File: config.mk
export PLATFORM = sky130hd
export DESIGN_NAME = asbd_top
export DESIGN_NICKNAME = d
export VERILOG_FILES = /design/src/asbd_pkg.sv /design/src/asbd_top.sv /design/src/asbd_baud.sv /design/src/asbd_rx.sv
export SDC_FILE = /design/constraint.sdc
export NUM_CORES = 1
export LEC_CHECK = 0
export BUFFER_PORTS_ARGS = -buffer_cell sky130_fd_sc_hd__buf_2
export CORE_ASPECT_RATIO = 1.1
export CORE_UTILIZATION = 63
export CTS_CLUSTER_DIAMETER = 120
export DETAILED_ROUTE_END_ITERATION = 10
export PLACE_DENSITY = 0.88
export RECOVER_POWER = 25
export SETUP_SLACK_MARGIN = 0.2
export SLEW_MARGIN = 15
export SYNTH_ARGS = -nofsm -noshare
export SYNTH_HDL_FRONTEND = slang
export SYNTH_SLANG_ARGS = --single-unit
File: constraint.sdc
create_clock -name mclk -period 8.15 [get_ports mclk]
set_input_delay 0.815 -clock mclk [delete_from_list [all_inputs] [get_ports mclk]]
set_output_delay 0.815 -clock mclk [all_outputs]
set_load 0.01 [all_outputs]
File: src/asbd_pkg.sv
package asbd_pkg;
  // Register word offsets on the word-wide bus
  localparam logic [3:0] ADDR_CTRL1 = 4'h0;
  localparam logic [3:0] ADDR_CTRL2 = 4'h1;
  localparam logic [3:0] ADDR_CTRL3 = 4'h2;
  localparam logic [3:0] ADDR_STAT1 = 4'h3;
  localparam logic [3:0] ADDR_DATA = 4'h4;
  localparam logic [3:0] ADDR_BAUD = 4'h5;
  // Control one fields
  localparam int C1_ENABLE = 6;
  localparam int C1_LEN9 = 4;
  // Control two fields
  localparam int C2_TEIE = 7;
  localparam int C2_TX_DONE_IRQ_ENABLE = 6;
  localparam int C2_TXON = 3;
  localparam int C2_RXON = 2;
  localparam int C2_RX9 = 0;
  // Control three field
  localparam int C3_TX9 = 6;
  // Status one fields
  localparam int S1_TEMPTY = 7;
  localparam int S1_TDONE = 6;
  localparam int S1_RFULL = 5;
  localparam int S1_FERR = 1;
  // Baud register fields
  localparam int BR_CKS = 6;
  localparam int BR_PD_LO = 3;
  localparam int BR_BD_LO = 0;
  localparam logic [7:0] RESET_CTRL = 8'h00;
  localparam logic [7:0] RESET_BAUD = 8'h00;
  localparam logic [3:0] OVERSAMPLE = 4'hF;
  localparam logic [3:0] SAMPLE_MID = 4'h7;
  localparam logic [3:0] FRAME_BITS9 = 4'hB;
  localparam logic [3:0] FRAME_BITS8 = 4'hA;
  typedef struct packed {
    logic en;
    logic len9;
    logic tx_on;
    logic rx_on;
    logic tx9;
  } asbd_cfg_t;
  typedef enum logic [1:0] {
    ASBD_TX_IDLE = 2'b00,
    ASBD_TX_PRE = 2'b01,
    ASBD_TX_SHIFT = 2'b10
  } asbd_txst_t;
endpackage

File: src/asbd_top.sv
// The register offsets and the Avalon-MM slave port were chosen for this implementation.
`timescale 1ns/1ps
// Functional notes
// - Characters are 8 or 9 data bits per length select bit.
// - In 9-bit mode transmit ninth bit comes from control three.
// - Data buffer is write-only holding stage before shift register.
// - Transmission starts with all-ones preamble, then loads character.
// - Frame has zero start bit first and one stop bit last.
// - Buffer-empty flag sets when buffer hands byte to shifter.
// - Empty flag with its enable raises transmitter interrupt.
// - Output rests at logic one when not sending.
// - Clearing unit enable releases the transmit pin.
// - Done flag sets only with shifter and buffer empty, no idle.
// - Done flag with its enable raises transmitter interrupt.
// - In 9-bit receive ninth bit lands in control two.
// - In 8-bit receive that field copies bit seven.
// - Divisor select codes 000..111 give divisors 1 to 128.
// - Baud equals source over sixteen times prescale times divisor.
// - Source is bus clock or oscillator per select bit.
module asbd_top (
  input wire logic mclk,
  input wire logic reset,
  input wire logic [3:0] avs_address,
  input wire logic avs_read,
  input wire logic avs_write,
  input wire logic [31:0] avs_writedata,
  output logic [31:0] avs_readdata,
  output logic avs_waitrequest,
  input wire logic oscillator_clock,
  input wire logic rxd_in,
  output logic txd_out,
  output logic txd_oe,
  output logic tx_irq
);
  logic [7:0] ctrl1_reg;
  logic [7:0] ctrl2_reg;
  logic [7:0] ctrl3_reg;
  logic [7:0] baud_reg;
  logic [7:0] data_reg;
  logic [31:0] rdata_reg;
  logic ack_reg;
  logic tempty_reg;
  logic tdone_reg;
  logic rfull_reg;
  logic ferr_reg;
  logic stat_seen_reg;
  logic [8:0] rx_data_reg;
  logic osc_prev_reg;
  asbd_pkg::asbd_txst_t tx_st_reg;
  logic [10:0] tx_sh_reg;
  logic [3:0] tx_bit_reg;
  logic [3:0] tx_ph_reg;
  logic pre_done_reg;
  logic txd_reg;
  logic oe_reg;
  logic irq_reg;
  logic tick16;
  logic [8:0] rx_word;
  logic rx_strobe;
  logic rx_frame_ok;
  asbd_pkg::asbd_cfg_t cfg;

  assign cfg.en = ctrl1_reg[asbd_pkg::C1_ENABLE];
  assign cfg.len9 = ctrl1_reg[asbd_pkg::C1_LEN9];
  assign cfg.tx_on = ctrl2_reg[asbd_pkg::C2_TXON];
  assign cfg.rx_on = ctrl2_reg[asbd_pkg::C2_RXON];
  assign cfg.tx9 = ctrl3_reg[asbd_pkg::C3_TX9];

  // Request seen with waitrequest high, taken at the edge it is low
  wire req = (avs_read || avs_write) && !ack_reg;
  wire rd_seen = avs_read && !ack_reg;
  wire wr = avs_write && ack_reg;
  wire rd = avs_read && ack_reg;
  wire sel_c1 = avs_address == asbd_pkg::ADDR_CTRL1;
  wire sel_c2 = avs_address == asbd_pkg::ADDR_CTRL2;
  wire sel_c3 = avs_address == asbd_pkg::ADDR_CTRL3;
  wire sel_s1 = avs_address == asbd_pkg::ADDR_STAT1;
  wire sel_dt = avs_address == asbd_pkg::ADDR_DATA;
  wire sel_bd = avs_address == asbd_pkg::ADDR_BAUD;
  wire data_wr = wr && sel_dt;
  wire data_rd = rd && sel_dt;
  wire stat_rd = rd && sel_s1;
  // Empty flag cleared by status read then data write
  wire temp_clr = data_wr && stat_seen_reg && tempty_reg;

  wire [7:0] stat_val = {tempty_reg, tdone_reg, rfull_reg, 3'h0,
                         ferr_reg, 1'b0};
  wire [7:0] c2_val = {ctrl2_reg[7:1], rx_data_reg[8]};
  // Data address reads receive data; the transmit buffer is write-only
  wire [7:0] rd_mux = sel_c1 ? ctrl1_reg :
                      sel_c2 ? c2_val :
                      sel_c3 ? ctrl3_reg :
                      sel_s1 ? stat_val :
                      sel_dt ? rx_data_reg[7:0] :
                      sel_bd ? baud_reg : 8'h00;

  // Transmitter control
  wire tx_idle = tx_st_reg == asbd_pkg::ASBD_TX_IDLE;
  wire tx_go = cfg.en && cfg.tx_on;
  wire tx_bit_end = tick16 && (tx_ph_reg == asbd_pkg::OVERSAMPLE);
  wire [3:0] frame_last = cfg.len9 ? asbd_pkg::FRAME_BITS9 :
                                     asbd_pkg::FRAME_BITS8;
  wire shift_done = tx_bit_end && (tx_bit_reg == frame_last - 4'h1);
  // From rest once the preamble is out, else at the end of a frame
  wire load_ready = tx_idle ? pre_done_reg : shift_done;
  wire load_char = tx_go && !tempty_reg && load_ready;
  // Start bit low, ninth bit from control three, stop bit high
  wire [10:0] frame_word = cfg.len9 ?
    {1'b1, cfg.tx9, data_reg, 1'b0} :
    {2'b11, data_reg, 1'b0};
  wire osc_tick = oscillator_clock && !osc_prev_reg;

  always_ff @(posedge mclk or posedge reset) begin
    if (reset) begin
      ctrl1_reg <= asbd_pkg::RESET_CTRL;
      ctrl2_reg <= asbd_pkg::RESET_CTRL;
      ctrl3_reg <= asbd_pkg::RESET_CTRL;
      baud_reg <= asbd_pkg::RESET_BAUD;
      data_reg <= 8'h00;
      rdata_reg <= 32'h0000_0000;
      ack_reg <= 1'b0;
      stat_seen_reg <= 1'b0;
      osc_prev_reg <= 1'b0;
    end else begin
      osc_prev_reg <= oscillator_clock;
      ack_reg <= req;
      // Read data must already stand when waitrequest drops
      if (rd_seen) begin
        rdata_reg <= {24'h000000, rd_mux};
      end
      if (stat_rd) begin
        stat_seen_reg <= 1'b1;
      end else if (data_wr) begin
        stat_seen_reg <= 1'b0;
      end
      if (wr && sel_c1) begin
        ctrl1_reg <= avs_writedata[7:0];
      end
      if (wr && sel_c2) begin
        ctrl2_reg <= avs_writedata[7:0];
      end
      if (wr && sel_c3) begin
        ctrl3_reg <= avs_writedata[7:0];
      end
      if (wr && sel_bd) begin
        baud_reg <= avs_writedata[7:0];
      end
      if (temp_clr) begin
        data_reg <= avs_writedata[7:0];
      end
    end
  end

  // Status flags; hardware set wins over software clear for empty and full, the data write wins for done
  always_ff @(posedge mclk or posedge reset) begin
    if (reset) begin
      tempty_reg <= 1'b1;
      tdone_reg <= 1'b1;
      rfull_reg <= 1'b0;
      ferr_reg <= 1'b0;
      rx_data_reg <= 9'h000;
    end else begin
      if (load_char) begin
        tempty_reg <= 1'b1;
      end else if (temp_clr) begin
        tempty_reg <= 1'b0;
      end
      // Not done while a preamble is pending after enable
      if (tx_idle && tempty_reg && !temp_clr &&
          (pre_done_reg || !tx_go)) begin
        tdone_reg <= 1'b1;
      end else begin
        tdone_reg <= 1'b0;
      end
      if (rx_strobe) begin
        rfull_reg <= 1'b1;
        ferr_reg <= !rx_frame_ok;
        rx_data_reg <= rx_word;
      end else if (data_rd) begin
        rfull_reg <= 1'b0;
      end
    end
  end

  // Transmit shifter; one preamble after each enable, then rest or load
  always_ff @(posedge mclk or posedge reset) begin
    if (reset) begin
      tx_st_reg <= asbd_pkg::ASBD_TX_IDLE;
      tx_sh_reg <= 11'h7FF;
      tx_bit_reg <= 4'h0;
      tx_ph_reg <= 4'h0;
      pre_done_reg <= 1'b0;
    end else if (!tx_go) begin
      tx_st_reg <= asbd_pkg::ASBD_TX_IDLE;
      tx_sh_reg <= 11'h7FF;
      pre_done_reg <= 1'b0;
    end else begin
      if (tick16) begin
        tx_ph_reg <= tx_ph_reg + 4'h1;
      end
      unique case (tx_st_reg)
        asbd_pkg::ASBD_TX_IDLE: begin
          tx_bit_reg <= 4'h0;
          tx_ph_reg <= 4'h0;
          if (!pre_done_reg) begin
            tx_st_reg <= asbd_pkg::ASBD_TX_PRE;
            tx_sh_reg <= 11'h7FF;
          end else if (load_char) begin
            tx_st_reg <= asbd_pkg::ASBD_TX_SHIFT;
            tx_sh_reg <= frame_word;
          end
        end
        asbd_pkg::ASBD_TX_PRE, asbd_pkg::ASBD_TX_SHIFT: begin
          if (shift_done) begin
            pre_done_reg <= 1'b1;
          end
          if (load_char) begin
            tx_st_reg <= asbd_pkg::ASBD_TX_SHIFT;
            tx_sh_reg <= frame_word;
            tx_bit_reg <= 4'h0;
          end else if (shift_done) begin
            tx_st_reg <= asbd_pkg::ASBD_TX_IDLE;
            tx_sh_reg <= 11'h7FF;
          end else if (tx_bit_end) begin
            tx_sh_reg <= {1'b1, tx_sh_reg[10:1]};
            tx_bit_reg <= tx_bit_reg + 4'h1;
          end
        end
      endcase
    end
  end

  always_ff @(posedge mclk or posedge reset) begin
    if (reset) begin
      txd_reg <= 1'b1;
      oe_reg <= 1'b0;
      irq_reg <= 1'b0;
    end else begin
      txd_reg <= tx_go ? tx_sh_reg[0] : 1'b1;
      oe_reg <= cfg.en;
      irq_reg <= (tempty_reg && ctrl2_reg[asbd_pkg::C2_TEIE]) ||
                 (tdone_reg && ctrl2_reg[asbd_pkg::C2_TX_DONE_IRQ_ENABLE]);
    end
  end

  asbd_baud u_baud (
    .mclk(mclk),
    .reset(reset),
    .osc_tick(osc_tick),
    .clock_source_select(baud_reg[asbd_pkg::BR_CKS]),
    .prescale_divisor(baud_reg[asbd_pkg::BR_PD_LO +: 3]),
    .baud_divisor(baud_reg[asbd_pkg::BR_BD_LO +: 3]),
    .tick16(tick16)
  );

  asbd_rx u_rx (
    .mclk(mclk),
    .reset(reset),
    .enable(cfg.en && cfg.rx_on),
    .len9(cfg.len9),
    .tick16(tick16),
    .rxd(rxd_in),
    .rx_word(rx_word),
    .rx_strobe(rx_strobe),
    .rx_frame_ok(rx_frame_ok)
  );

  assign avs_readdata = rdata_reg;
  assign avs_waitrequest = !ack_reg;
  assign txd_out = txd_reg;
  assign txd_oe = oe_reg;
  assign tx_irq = irq_reg;

  chk_irq_from_empty: assert property (@(posedge mclk) disable iff (reset)
    tempty_reg && ctrl2_reg[asbd_pkg::C2_TEIE] |=> tx_irq)
    else $error("empty flag did not raise interrupt");
  chk_idle_line_high: assert property (@(posedge mclk) disable iff (reset)
    !tx_go |=> txd_out)
    else $error("line not idle high");
  chk_pins_released: assert property (@(posedge mclk) disable iff (reset)
    !cfg.en |=> !txd_oe)
    else $error("pin still driven after disable");
  chk_load_sets_empty: assert property (@(posedge mclk) disable iff (reset)
    load_char |=> tempty_reg)
    else $error("empty flag not set on load");
  chk_start_bit_low: assert property (@(posedge mclk) disable iff (reset)
    load_char |=> !tx_sh_reg[0])
    else $error("start bit not low");
  chk_done_needs_idle: assert property (@(posedge mclk) disable iff (reset)
    !tx_idle |=> !tdone_reg)
    else $error("done flag set while shifter busy");
  chk_irq_from_done: assert property (@(posedge mclk) disable iff (reset)
    tdone_reg && ctrl2_reg[asbd_pkg::C2_TX_DONE_IRQ_ENABLE] |=> tx_irq)
    else $error("done flag did not raise interrupt");
  chk_preamble_ones: assert property (@(posedge mclk) disable iff (reset)
    tx_st_reg == asbd_pkg::ASBD_TX_PRE |-> tx_sh_reg == 11'h7FF)
    else $error("preamble not all ones");
  chk_ninth_from_ctrl: assert property (@(posedge mclk) disable iff (reset)
    load_char && cfg.len9 |=> tx_sh_reg[9] == $past(cfg.tx9))
    else $error("ninth bit not from control three");
endmodule // asbd_top

File: src/asbd_baud.sv
`timescale 1ns/1ps
// Sixteen-times oversampling tick from selectable source
module asbd_baud (
  input wire logic mclk,
  input wire logic reset,
  input wire logic osc_tick,
  input wire logic clock_source_select,
  input wire logic [2:0] prescale_divisor,
  input wire logic [2:0] baud_divisor,
  output logic tick16
);
  logic [2:0] pd_cnt_reg;
  logic [6:0] bd_cnt_reg;
  logic tick16_reg;
  wire src_tick = clock_source_select ? osc_tick : 1'b1;
  wire pd_wrap = (pd_cnt_reg == prescale_divisor);
  wire [6:0] bd_max = 7'((8'h01 << baud_divisor) - 8'h01);
  wire bd_wrap = (bd_cnt_reg >= bd_max);
  always_ff @(posedge mclk or posedge reset) begin
    if (reset) begin
      pd_cnt_reg <= 3'h0;
      bd_cnt_reg <= 7'h00;
      tick16_reg <= 1'b0;
    end else begin
      tick16_reg <= 1'b0;
      if (src_tick) begin
        pd_cnt_reg <= pd_wrap ? 3'h0 : pd_cnt_reg + 3'h1;
        if (pd_wrap) begin
          bd_cnt_reg <= bd_wrap ? 7'h00 : bd_cnt_reg + 7'h01;
          tick16_reg <= bd_wrap;
        end
      end
    end
  end
  assign tick16 = tick16_reg;
endmodule // asbd_baud

File: src/asbd_rx.sv
`timescale 1ns/1ps
// Receiver with start edge detection and mid-bit sampling
module asbd_rx (
  input wire logic mclk,
  input wire logic reset,
  input wire logic enable,
  input wire logic len9,
  input wire logic tick16,
  input wire logic rxd,
  output logic [8:0] rx_word,
  output logic rx_strobe,
  output logic rx_frame_ok
);
  logic busy_reg;
  logic rxd_prev_reg;
  logic [3:0] phase_reg;
  logic [3:0] bit_reg;
  logic [9:0] sh_reg;
  logic [8:0] word_reg;
  logic strobe_reg;
  logic ok_reg;
  wire [3:0] last_bit = len9 ? 4'hA : 4'h9;
  wire start_edge = enable && !busy_reg && rxd_prev_reg && !rxd;
  wire mid = tick16 && (phase_reg == asbd_pkg::SAMPLE_MID);
  wire [9:0] sh_next = {rxd, sh_reg[9:1]};
  always_ff @(posedge mclk or posedge reset) begin
    if (reset) begin
      busy_reg <= 1'b0;
      rxd_prev_reg <= 1'b1;
      phase_reg <= 4'h0;
      bit_reg <= 4'h0;
      sh_reg <= 10'h000;
      word_reg <= 9'h000;
      strobe_reg <= 1'b0;
      ok_reg <= 1'b0;
    end else begin
      rxd_prev_reg <= rxd;
      strobe_reg <= 1'b0;
      if (start_edge) begin
        busy_reg <= 1'b1;
        phase_reg <= 4'h0;
        bit_reg <= 4'h0;
      end else if (busy_reg && !enable) begin
        busy_reg <= 1'b0;
      end else if (busy_reg && tick16) begin
        phase_reg <= phase_reg + 4'h1;
        if (mid) begin
          bit_reg <= bit_reg + 4'h1;
          sh_reg <= sh_next;
          if (bit_reg == 4'h0 && rxd) begin
            busy_reg <= 1'b0;
          end else if (bit_reg == last_bit) begin
            busy_reg <= 1'b0;
            strobe_reg <= 1'b1;
            ok_reg <= rxd;
            // Ninth bit or copy of bit seven
            word_reg <= len9 ? sh_next[8:0] :
                        {sh_next[8], sh_next[8:1]};
          end
        end
      end
    end
  end
  assign rx_word = word_reg;
  assign rx_strobe = strobe_reg;
  assign rx_frame_ok = ok_reg;
endmodule // asbd_rx

**Word-level counts from Yosys, hierarchy flattened**

Index checks and enable logic that the tools add are counted.

- Add/sub/neg operators: 8
- Magnitude comparators: 1
- Equal/unequal tests: 20
- Shifts and indexed selects: 1
- Mux-type cells: 65
- Bitwise operators: 3
- Reduce and logical (&&, ||, !) cells: 68

Operators by type and width:

| cell | number |
|---|---|
| $mux 11 | 6 |
| $mux 8 | 7 |
| $mux 4 | 12 |
| $logic_and 1x1->1 | 32 |
| $mux 1 | 28 |
| $pmux 11 s2 | 1 |
| $add 4x1->4 const B | 4 |
| $eq 4x3->1 const B | 3 |
| $mux 2 | 6 |
| $reduce_and 2->1 | 6 |
| $reduce_bool 2->1 | 6 |
| $mux 10 | 1 |
| $logic_not 1->1 | 9 |
| $reduce_and 3->1 | 3 |
| $eq 4x2->1 const B | 2 |
| $eq 4x4->1 | 2 |
| $logic_not 4->1 | 2 |
| $pmux 4 s2 | 1 |
| $add 7x1->7 const B | 1 |
| $ge 7x7->1 | 1 |
| $mux 7 | 1 |
| $shl 1x3->7 const A | 1 |
| $sub 7x1->7 const B | 1 |
| $ne 2x1->1 const B | 3 |
| other kinds (21) | 27 |

- Register bits: 131
- Output and inout bits: 36
- Logic and storage cells: 199

**Depth between registers and ports, before layout**

Gate-level depths: netlist of the first run.

- Depth after elaboration: 10
- Gate-level depth with buffers: 9

**Modules after synthesis**

Synthesis of the first run repeated with hierarchy kept, for this count alone.

- Cells, all modules: 564
- Area total of the unflattened synthesis: 6547.5 um2

By module, submodules not included:

| module | times used | cells an instance | area an instance (um2) | seq. area each (um2) |
|---|---|---|---|---|
| asbd_top | 1 | 377 | 4295.4 | 2193.4 |
| asbd_rx | 1 | 104 | 1441.4 | 752.0 |
| asbd_baud | 1 | 83 | 810.8 | 275.3 |

**Worst setup path after synthesis of the first run**

Ideal clock, no wire load.

- Kind: register -> register
- From: reg baud_reg[1]
- To: reg u_baud.bd_cnt_reg[3]
- Arrival: 2301 ps
- Required time: 8063 ps
- Path slack: 5762 ps
- Cell stages (with the launch flop): 8
- Buffers on the path: 0
- Period minus slack after synthesis: 2388 ps
- Cells stage by stage: dfrtp_1 > or3_1 > ha_1 > nand2b_1 > a211o_1 > a2111oi_2 > nor2_1 > o211ai_1

- Word-level cells in the longest chain between the ends: 4

RTL lines:

| element | RTL line | RTL |
|---|---|---|
| start, declared | asbd_top.sv:38 | `logic [7:0] baud_reg;` |
| start signal, assigned | asbd_top.sv:118 | `baud_reg <= asbd_pkg::RESET_BAUD;` |
| start signal, assigned | asbd_top.sv:146 | `baud_reg <= avs_writedata[7:0];` |
| $shl 1x3->7 | asbd_baud.sv:17 | `wire [6:0] bd_max = 7'((8'h01 << baud_divisor) - 8'h01);` |
| $sub 7x1->7 | asbd_baud.sv:17 |  |
| $ge 7x7->1 | asbd_baud.sv:18 | `wire bd_wrap = (bd_cnt_reg >= bd_max);` |
| $mux 7 | asbd_baud.sv:29 | `bd_cnt_reg <= bd_wrap ? 7'h00 : bd_cnt_reg + 7'h01;` |
| end signal, assigned | asbd_baud.sv:29 |  |
| end, declared | asbd_baud.sv:13 | `logic [6:0] bd_cnt_reg;` |

No other way between the ends.
A chain may end at the register's enable or synchronous reset.

**Worst setup path after layout of the first run**

- From: reg baud_reg[1]
- To: reg u_baud.bd_cnt_reg[1]

The elaborated chain is that of the path after synthesis.

==> results of run 1 <==
worst max-delay path by stage:
stage	cells past startpoint	endpoint	start	slack, ns
5_1_grt	3	data_reg[5]	reset	5.03
3_3_place_gp	4	ctrl1_reg[0]	avs_address[0]	5.24
6_report	7	u_baud.bd_cnt_reg[1]	baud_reg[1]	5.21
2_1_floorplan	1	ack_reg	reset	3.95
4_1_cts	7	u_baud.bd_cnt_reg[1]	baud_reg[1]	5.25
3_5_place_dp	4	ctrl1_reg[4]	avs_address[0]	5.14
through the flow:
stage,utilization [%],hold slack (ns)
detailed placement,66.51,0.4646
floorplan,-,0.3487
CTS,71.94,0.4006
global placement,66.51,0.4330
finish,71.93,0.4045
global route,71.93,0.3929
power by group through the flow:
stage	combinational, µW	clock, µW	sequential [µW]
finish	356	695	834
global route	395	729	844
CTS	353	696	831
detailed placement	331	0	836
global placement	307	0	829
floorplan	272	0	803
worst max-delay path: stages (launching register included):
cell and delay [ns]:
dfrtp_1 0.46, or3_1 0.38, ha_1 0.28, nand2b_1 0.14, a211o_1 0.32, a2111oi_2 0.69
o21ai_0 0.27, o21ai_0 0.28
synth_stat cells (6+ instances only):
master,number,area share (%)
buf_2,6,0.47
o31ai_1,8,0.93
mux2_2,56,9.8
nand2_1,53,3.1
inv_1,17,0.99
nor2b_1,15,1.5
mux2i_1,24,3.7
o21ai_1,6,0.47
dfrtp_1,114,44
a22oi_1,7,0.81
clkbuf_1,12,0.70
nor3_1,23,1.8
a21oi_1,20,1.6
nand2b_1,7,0.68
o21ai_0,30,2.3
ha_1,15,2.9
a211oi_1,12,1.4
buf_4,27,3.1
o22ai_1,7,0.68
nand3_1,15,1.2
nor2_1,54,3.1
dfstp_2,14,5.7
cell families after synthesis:
logic type | Yosys count | share of synthesized area (%)
other cells | 1 | 0.05811
buf+inv | 65 | 5.467
xor+xnor | 6 | 0.8143
flops | 128 | 49.90
compound gates | 115 | 11.87
fa+ha+maj | 15 | 2.908
mux | 82 | 13.84
simple gates | 197 | 15.14
cell type report:
type | count | area (µm²) | area share, %
Timing Repair Buffer | 32 | 165.2 | 2.322
Inverter | 17 | 65.06 | 0.9147
Antenna cell | 1 | 2.502 | 0.03518
Tap cell | 120 | 150.1 | 2.111
Clock buffer | 25 | 474.2 | 6.667
Clock inverter | 7 | 62.56 | 0.8795
Multi-Input combinational cell | 439 | 2973 | 41.79
Sequential cell | 128 | 3221 | 45.28
per-layer routing:
layer  GRT usage (%)  vias to the layer above
met3           7.886                       67
met2           48.84                      222
li1                -                     2191
met4           19.51                        2
met1           35.74                     2392
met5               0                        -
layout by cell type (no fill, tap or decap), types with 16 or more instances in the layout:
cell	count
nor2_1	54
mux2i_1	24
nor3_1	23
mux2_2	56
buf_2	27
a21oi_1	20
dfrtp_1	114
conb_1	24
inv_1	16
nand2_1	53
clkbuf_16	16
o21ai_0	30
==> impl_metrics.env, run 1 <==
export IMPL_placement_io_buffers=29
export IMPL_cts_root_buf="clkbuf_8"
export IMPL_wl_met2_mm=7.427
export IMPL_die_area_um2=10650
export IMPL_die_width_um=98.50
export IMPL_min_path_cells=1
export IMPL_p_sw_uw=581.8
export IMPL_switching_share_pct=30.87
export IMPL_fin_skew_ns=0.01100
export IMPL_min_path_type="in2reg"
export IMPL_slew_violations=54
export IMPL_rsz0062_at_grt="false"
export IMPL_status="finished with violations"
export IMPL_post_cts_resized=0
export IMPL_whs_endpoint="osc_prev_reg"
export IMPL_p_int_uw=1303
export IMPL_critical_path_endpoint_type="register"
export IMPL_fin_cells=769
export IMPL_final_antenna_net_count=0
export IMPL_vdd_ir_drop_max_uv=168.6
export IMPL_reg2regPathDepth=7
export IMPL_synth_edf_count=0
export IMPL_fmax_ghz=0.3398
export IMPL_violations="design-rule violations, max-capacitance violations, max-slew violations"
export IMPL_min_delay_start="oscillator_clock"
export IMPL_clock_latency_ns=0.53
export IMPL_htree_levels=4
export IMPL_drive_gt1_share_pct=21.14
export IMPL_synthCells=609
export IMPL_regToRegEndpoint="u_baud.bd_cnt_reg[1]"
export IMPL_r2r_slack_ns=5.21
export IMPL_crit_required_ns=8.56
export IMPL_dp_cells=736
export IMPL_cp_start_kind="register"
export IMPL_avgSynthCellArea_um2=10.60
export IMPL_post_route_period_util_pct=36.11
export IMPL_p_comb_share_pct=18.9
export IMPL_grt_pass1_vias=4845
export IMPL_vias_per_cell=6.338
export IMPL_met1_length_mm=5.936
export IMPL_max_slew_margin_rel_pct=-53.37
export IMPL_grt_max_degree=77
export IMPL_synth_cell_type_count=58
export IMPL_core_area_um2=9889
export IMPL_clkPwrFrac_pct=36.9
export IMPL_maxCapViolCount=1
export IMPL_antenna_found_initial=2
export IMPL_wirelength_mm=15.02
export IMPL_setup_violations=0
export IMPL_dr_wl_met3_um=912
export IMPL_pre_cts_ws_ns=5.141
export IMPL_fin_tns_setup_ns=0
export IMPL_r2r_start="baud_reg[1]"
export IMPL_ys_flop_type="dfrtp_1"
export IMPL_grt_pass1_wl_mm=24.32
export IMPL_ys_ff_latch=128
export IMPL_final_nets=692
export IMPL_power_uw=1885
export IMPL_largest_reg_flops=10
export IMPL_power_frac_seq_pct=44.2
export IMPL_synthArstFlopShare_pct=100.0
export IMPL_drcViolationCount=5
export IMPL_synth_area_um2=6454
export IMPL_track_usage_pct=30.06
export IMPL_dpl_cell_area_um2=6578
export IMPL_syn_to_final_growth_pct=10.22
export IMPL_arrival_ns=3.35
export IMPL_finalWeightedCongestion=0.8662
export IMPL_cts_buffers=17
export IMPL_first_pass_iters=8
export IMPL_ys_seq_area_share_pct=49.90
export IMPL_worstSetupPathType="reg2reg"
export IMPL_drtIter0Drc=390
export IMPL_row_count=38
export IMPL_die_h_um=108.2
export IMPL_worstMarginPinSlew_ns=2.288
export IMPL_yosysWarnings=0
export IMPL_clkSinkCount=128
export IMPL_p_leak_uw=0.003250
export IMPL_fin_ws_ns=5.207
export IMPL_fin_area_um2=7113
export IMPL_hpwl_mm=9.714
export IMPL_top_layer_used="met5"
export IMPL_cts_tree="built"
export IMPL_critPathMaxFanout=8
export IMPL_boundaryPins=78
export IMPL_fill_cells=672
export IMPL_start_util_pct=65.26
export IMPL_fin_crit_ns=2.943
export IMPL_cts_setup_buffers=0
export IMPL_vias=4874
export IMPL_wl_per_cell_um=19.53
export IMPL_overflow=0
export IMPL_powerDensity_nw_per_um2=265.0
export IMPL_clk_pin_slew_ns=0.06
export IMPL_ctsHoldBuffers=0
export IMPL_finalHoldViolations=0
export IMPL_clk_path_buf_depth=2
No activity file was read; power rests on OpenSTA's default activity.
==> run 2: changes to the inputs <==
Settings changed: CORE_UTILIZATION 63 to 58, PLACE_DENSITY 0.88 to 0.83.
Clock period 8.15 ns to 3 ns, I/O delays scaled along.
==> run 2 against run 1 <==
Against the previous run: the flow finishes with violations (max-capacitance violations); register-to-register slack got worse by 4.8 ns; utilization fell by 5.6 points; combinational power rose to 2.7 times the previous value; global-route usage fell by 2.4 points; first-iteration DRC count rose by 1.0%; total power rose to 2.7 times the previous value; critical path depth did not move; non-clock buffer count rose by 6; design area rose by 1.3%; highest routed layer is now met4.
==> impl_metrics.env, run 2 (synthesis gave the netlist of run 1 again) <==
export IMPL_crit_required_ns=3.33
export IMPL_min_path_type="in2reg"
export IMPL_cp_start_kind="register"
export IMPL_min_delay_start="rxd_in"
export IMPL_syn_to_final_growth_pct=11.63
export IMPL_hold_slack_ns=0.04780
export IMPL_placement_io_buffers=29
export IMPL_clock_latency_ns=0.42
export IMPL_fin_area_um2=7204
export IMPL_hpwl_mm=10.01
export IMPL_die_width_um=102.6
export IMPL_dpl_cell_area_um2=6663
export IMPL_grt_util_met3_pct=8.095
export IMPL_final_nets=698
export IMPL_fmax_ghz=0.3843
export IMPL_drcViolationCount=0
export IMPL_busiest_layer="met2"
export IMPL_vdd_ir_drop_max_uv=672.2
export IMPL_r2r_start="baud_reg[1]"
export IMPL_finalHoldViolations=0
export IMPL_wirelength_mm=14.78
export IMPL_startpoint="baud_reg[1]"
export IMPL_core_area_um2=10860
export IMPL_htree_levels=4
export IMPL_arrival_ns=2.94
export IMPL_drive_gt1_share_pct=21.87
export IMPL_path_cells="or3_1, ha_1, nand2b_1, a211o_1, a2111oi_4, nor2_1, o211ai_1"
export IMPL_use_met2_pct=44.49
export IMPL_pre_cts_ws_ns=0.3387
export IMPL_p_leak_uw=0.003284
export IMPL_cts_setup_buffers=0
export IMPL_boundaryPins=78
export IMPL_overflow=0
export IMPL_first_pass_iters=6
export IMPL_fin_crit_ns=2.602
export IMPL_largest_reg_flops=10
export IMPL_cts_tree="built"
export IMPL_met1_usage_pct=33.22
export IMPL_cts_root_buf="clkbuf_16"
export IMPL_grt_max_degree=45
export IMPL_post_route_period_util_pct=86.74
export IMPL_rsz0062_at_grt="false"
export IMPL_fin_skew_ns=0.01002
export IMPL_wl_per_cell_um=18.45
export IMPL_vias_per_cell=6.077
export IMPL_final_cell_mix="dfrtp_1, mux2_2, nor2_1, nand2_1, o21ai_0"
export IMPL_slew_violations=0
export IMPL_critical_path_endpoint_type="register"
export IMPL_die_area_um2=11550
export IMPL_final_antenna_net_count=0
export IMPL_grt_pass1_vias=4727
export IMPL_vias=4868
export IMPL_powerDensity_nw_per_um2=712.5
export IMPL_worstMarginPinSlew_ns=1.476
export IMPL_cts_buffers=17
export IMPL_fin_tns_setup_ns=0
export IMPL_layout_commonest_cell="dfrtp_1"
export IMPL_fin_ws_ns=0.3978
export IMPL_crit_family="compound AO/OA/AOI/OAI gates"
export IMPL_grt_pass1_wl_mm=23.92
export IMPL_start_util_pct=59.42
export IMPL_drtIter0Drc=394
export IMPL_maxCapViolCount=1
export IMPL_clk_pin_slew_ns=0.05
export IMPL_max_slew_margin_rel_pct=1.085
export IMPL_violations="max-capacitance violations"
export IMPL_antenna_cells=0
export IMPL_antenna_found_initial=0
export IMPL_cpMaxStageDelayCell="a2111oi_4"
export IMPL_worstSetupPathType="reg2reg"
export IMPL_row_count=40
export IMPL_setup_violations=0
export IMPL_die_h_um=112.6
export IMPL_clkSinkCount=128
export IMPL_critPathMaxFanout=8
export IMPL_clk_path_buf_depth=2
export IMPL_crit_buf_inv=0
export IMPL_finalWeightedCongestion=0.8423
export IMPL_status="finished with violations"
export IMPL_track_usage_pct=27.71
export IMPL_cpPeakStageDelay_ns=0.51
export IMPL_post_route_util_pct=66.34
run 2: cell types whose count changed in the layout (fill, tap and decap cells not counted), sizes merged:
cell and delta:
buf +4, clkbuf +1, clkinv +1, clkinvlp -1, diode -1, dlygate4sd3 +1
run 2: what timing repair did:
item	CTS	global route
resized for setup	0	1
hold endpoints to repair	1	0
setup endpoints to repair	0	5
hold buffers	1	0
run 2: routing by layer:
| layer | share of wire, % | wire length (µm) | vias to the layer above |
|---|---|---|---|
| met3 | 5.6 | 832 | 44 |
| met4 | 3.0 | 439 | 0 |
| met5 | 0 | 0 | - |
| met1 | 40 | 5921 | 2422 |
| met2 | 51 | 7586 | 193 |
| li1 | - | - | 2209 |
run 2: stage by stage:
step / power [µW] / std cells
after global routing: 5377 / 801
after CTS: 5104 / 801
after global placement: 3102 / 768
after detailed placement: 3190 / 768
final: 5133 / 801
after floorplan: 2921 / 632
run 2: where the power goes:
| group | internal [µW] | switching, µW | total [µW] |
|---|---|---|---|
| Sequential | 1980 | 285 | 2270 |
| Clock | 1170 | 722 | 1890 |
| Combinational | 411 | 559 | 970 |
run 2: final timing paths:
check                      cells after the start  slack (ns)                   end
setup / recovery                               7        0.40  u_baud.bd_cnt_reg[3]
hold reg to reg                                1        0.46              ferr_reg
hold / removal                                 1        0.05     u_rx.rxd_prev_reg
min in group asynchronous                      2        0.22     u_rx.phase_reg[2]
setup reg to reg                               7        0.40  u_baud.bd_cnt_reg[3]
max in group asynchronous                      3        1.12       avs_readdata[1]
run 2: layout make-up:
| class | count | area (µm²) |
|---|---|---|
| Clock inverter | 7 | 60.06 |
| Timing Repair Buffer | 38 | 207.7 |
| Multi-Input combinational cell | 439 | 2992 |
| Fill cell | 786 | 3656 |
| Clock buffer | 25 | 475.5 |
| Tap cell | 147 | 183.9 |
| Sequential cell | 128 | 3221 |
| Inverter | 17 | 65.06 |
==> run 3: changes to the inputs <==
Settings changed: CORE_UTILIZATION 58 to 55, PLACE_DENSITY 0.83 to 0.79, SETUP_SLACK_MARGIN 0.2 to 0.4.
==> run 3 against run 2 <==
Against the previous run: the flow finishes with violations (max-capacitance violations, max-slew violations); final cell count is 0.25% higher; setup slack better by 0.12 ns; critical path depth grew 1; via count fell by 4.5%; non-clock buffer count grew 1; global-route usage is 3.3 points lower; hold slack better by 0.015 ns; total power down 2.1%; sequential cell count is the same; utilization down 3.3 points; first-iteration DRC count decreased by 19%; routed wire length shrank 5.5%; critical endpoint unchanged; largest cell class unchanged.
==> impl_metrics.env, run 3 (synthesis gave the netlist of run 1 again) <==
export IMPL_grt_pass1_vias=4580
export IMPL_fill_cells=870
export IMPL_cp_start_kind="register"
export IMPL_critical_path_endpoint_type="register"
export IMPL_grt_pass1_wl_mm=22.80
export IMPL_final_cell_mix="dfrtp_1, mux2_2, nand2_1, nor2_1, o21ai_0"
export IMPL_overflow=0
export IMPL_wl_per_cell_um=17.39
export IMPL_vias=4649
export IMPL_cp_endpoint="u_baud.bd_cnt_reg[3]"
export IMPL_drtIter0Drc=318
export IMPL_vias_per_cell=5.790
export IMPL_min_path_type="in2reg"
export IMPL_layout_commonest_cell="dfrtp_1"
export IMPL_r2r_slack_ns=0.52
export IMPL_setup_violations=0
export IMPL_htree_levels=4
export IMPL_path_cells="or3_1, ha_1, nand2b_1, a211o_1, a2111oi_4, buf_4, o21ai_0, o211ai_1"
export IMPL_fin_crit_ns=2.482
export IMPL_multiInputGateArea_um2=2988
export IMPL_fin_skew_ns=0.005130
export IMPL_min_delay_start="rxd_in"
export IMPL_hpwl_mm=9.537
export IMPL_clk_path_buf_depth=2
export IMPL_fin_ws_ns=0.5179
export IMPL_vdd_ir_drop_max_uv=431.7
export IMPL_syn_to_final_growth_pct=11.69
export IMPL_die_h_um=115.6
export IMPL_finalWeightedCongestion=0.8633
export IMPL_core_area_um2=11440
export IMPL_post_route_util_pct=63.01
export IMPL_final_nets=699
export IMPL_cp_depth=8
export IMPL_crit_buf_inv=1
export IMPL_worstSetupPathType="reg2reg"
export IMPL_cpPeakStageDelay_ns=0.45
export IMPL_track_usage_pct=24.43
export IMPL_max_slew_margin_rel_pct=-12.99
export IMPL_die_area_um2=12170
export IMPL_regToRegEndpoint="u_baud.bd_cnt_reg[3]"
export IMPL_post_route_period_util_pct=82.74
export IMPL_crit_family="compound AO/OA/AOI/OAI gates"
export IMPL_cts_root_buf="clkbuf_16"
export IMPL_maxCapViolCount=1
export IMPL_cts_buffers=17
export IMPL_slew_violations=129
export IMPL_wirelength_mm=13.96
export IMPL_fmax_ghz=0.4029
export IMPL_clock_latency_ns=0.42
export IMPL_antenna_cells=0
export IMPL_startpoint="baud_reg[0]"
export IMPL_arrival_ns=2.82
export IMPL_boundaryPins=78
export IMPL_powerDensity_nw_per_um2=697.5
export IMPL_crit_required_ns=3.34
export IMPL_antenna_found_initial=0
export IMPL_placement_io_buffers=29
export IMPL_rsz0062_at_grt="false"
export IMPL_grt_max_degree=129
export IMPL_cts_tree="built"
export IMPL_top_layer_used="met4"
export IMPL_wl_met2_mm=6.956
export IMPL_critPathMaxFanout=6
export IMPL_pre_cts_ws_ns=0.3552
export IMPL_p_leak_uw=0.003263
export IMPL_dpl_cell_area_um2=6666
export IMPL_die_width_um=105.3
export IMPL_drive_gt1_share_pct=22.66
export IMPL_first_pass_iters=5
export IMPL_cpMaxStageDelayCell="a2111oi_4"
export IMPL_final_antenna_net_count=0
export IMPL_start_util_pct=56.41
export IMPL_worstMarginPinSlew_ns=1.695
export IMPL_row_count=41
export IMPL_status="finished with violations"
export IMPL_violations="max-capacitance violations, max-slew violations"
export IMPL_dr_wl_met3_um=682
export IMPL_clkSinkCount=128
export IMPL_regArea_um2=3223
export IMPL_largest_reg_flops=10
export IMPL_reg2regPathDepth=8
export IMPL_met1_length_mm=5.973
export IMPL_r2r_start="baud_reg[0]"
export IMPL_clk_pin_slew_ns=0.06
export IMPL_fin_area_um2=7208
export IMPL_drcViolationCount=0
export IMPL_fin_tns_setup_ns=0
export IMPL_finalHoldViolations=0
[run 3: final cells by class]
cell class                      instances  area share (%)
Clock buffer                           20           6.336
Inverter                               17          0.9373
Timing Repair Buffer                   39           3.038
Tap cell                              150           2.604
Sequential cell                       128           44.71
Clock inverter                         10          0.9200
Multi-Input combinational cell        439           41.45
[run 3: routing by layer]
layer | GRT usage, % | up-vias
met3 | 6.074 | 30
met5 | 0 | -
met4 | 11.17 | 0
met2 | 40.70 | 127
li1 | - | 2203
met1 | 30.29 | 2289
[run 3: stage by stage]
stage / power, µW / std cells / hold WS (ns)
floorplan: 2921 / 632 / 0.3045
global placement: 3111 / 771 / 0.4203
detailed placement: 3181 / 771 / 0.4277
CTS: 5023 / 802 / 0.02337
global route: 5277 / 803 / 0.05602
finish: 5028 / 803 / 0.06306
[run 3: power by group]
part	internal (µW)	switching (µW)
clock	1080	735
combinational	426	527
sequential	1980	276
total	3490	1540
[run 3: repair_timing]
item / CTS / global route
resized for setup: 1 / 3
buffers inserted: 0 / 1
gates cloned: 0 / 0
endpoints found under the setup margin: 6 / 6
hold buffers: 1 / 0
hold endpoints to repair: 1 / 0
pin swaps: 0 / 1
[run 3: worst register-to-register path, cell delays in order (launching register included)]
cell and delay [ns]:
dfrtp_2 0.43, or3_1 0.39, ha_1 0.28, nand2b_1 0.16
a211o_1 0.32, a2111oi_4 0.45, buf_4 0.18, o21ai_0 0.08
o211ai_1 0.11
[run 3: worst min path at each step]
stage | end | cells past startpoint
2_1_floorplan | u_rx.rxd_prev_reg | 0
3_3_place_gp | osc_prev_reg | 1
3_5_place_dp | osc_prev_reg | 1
4_1_cts | u_rx.rxd_prev_reg | 1
5_1_grt | u_rx.rxd_prev_reg | 1
6_report | u_rx.rxd_prev_reg | 1
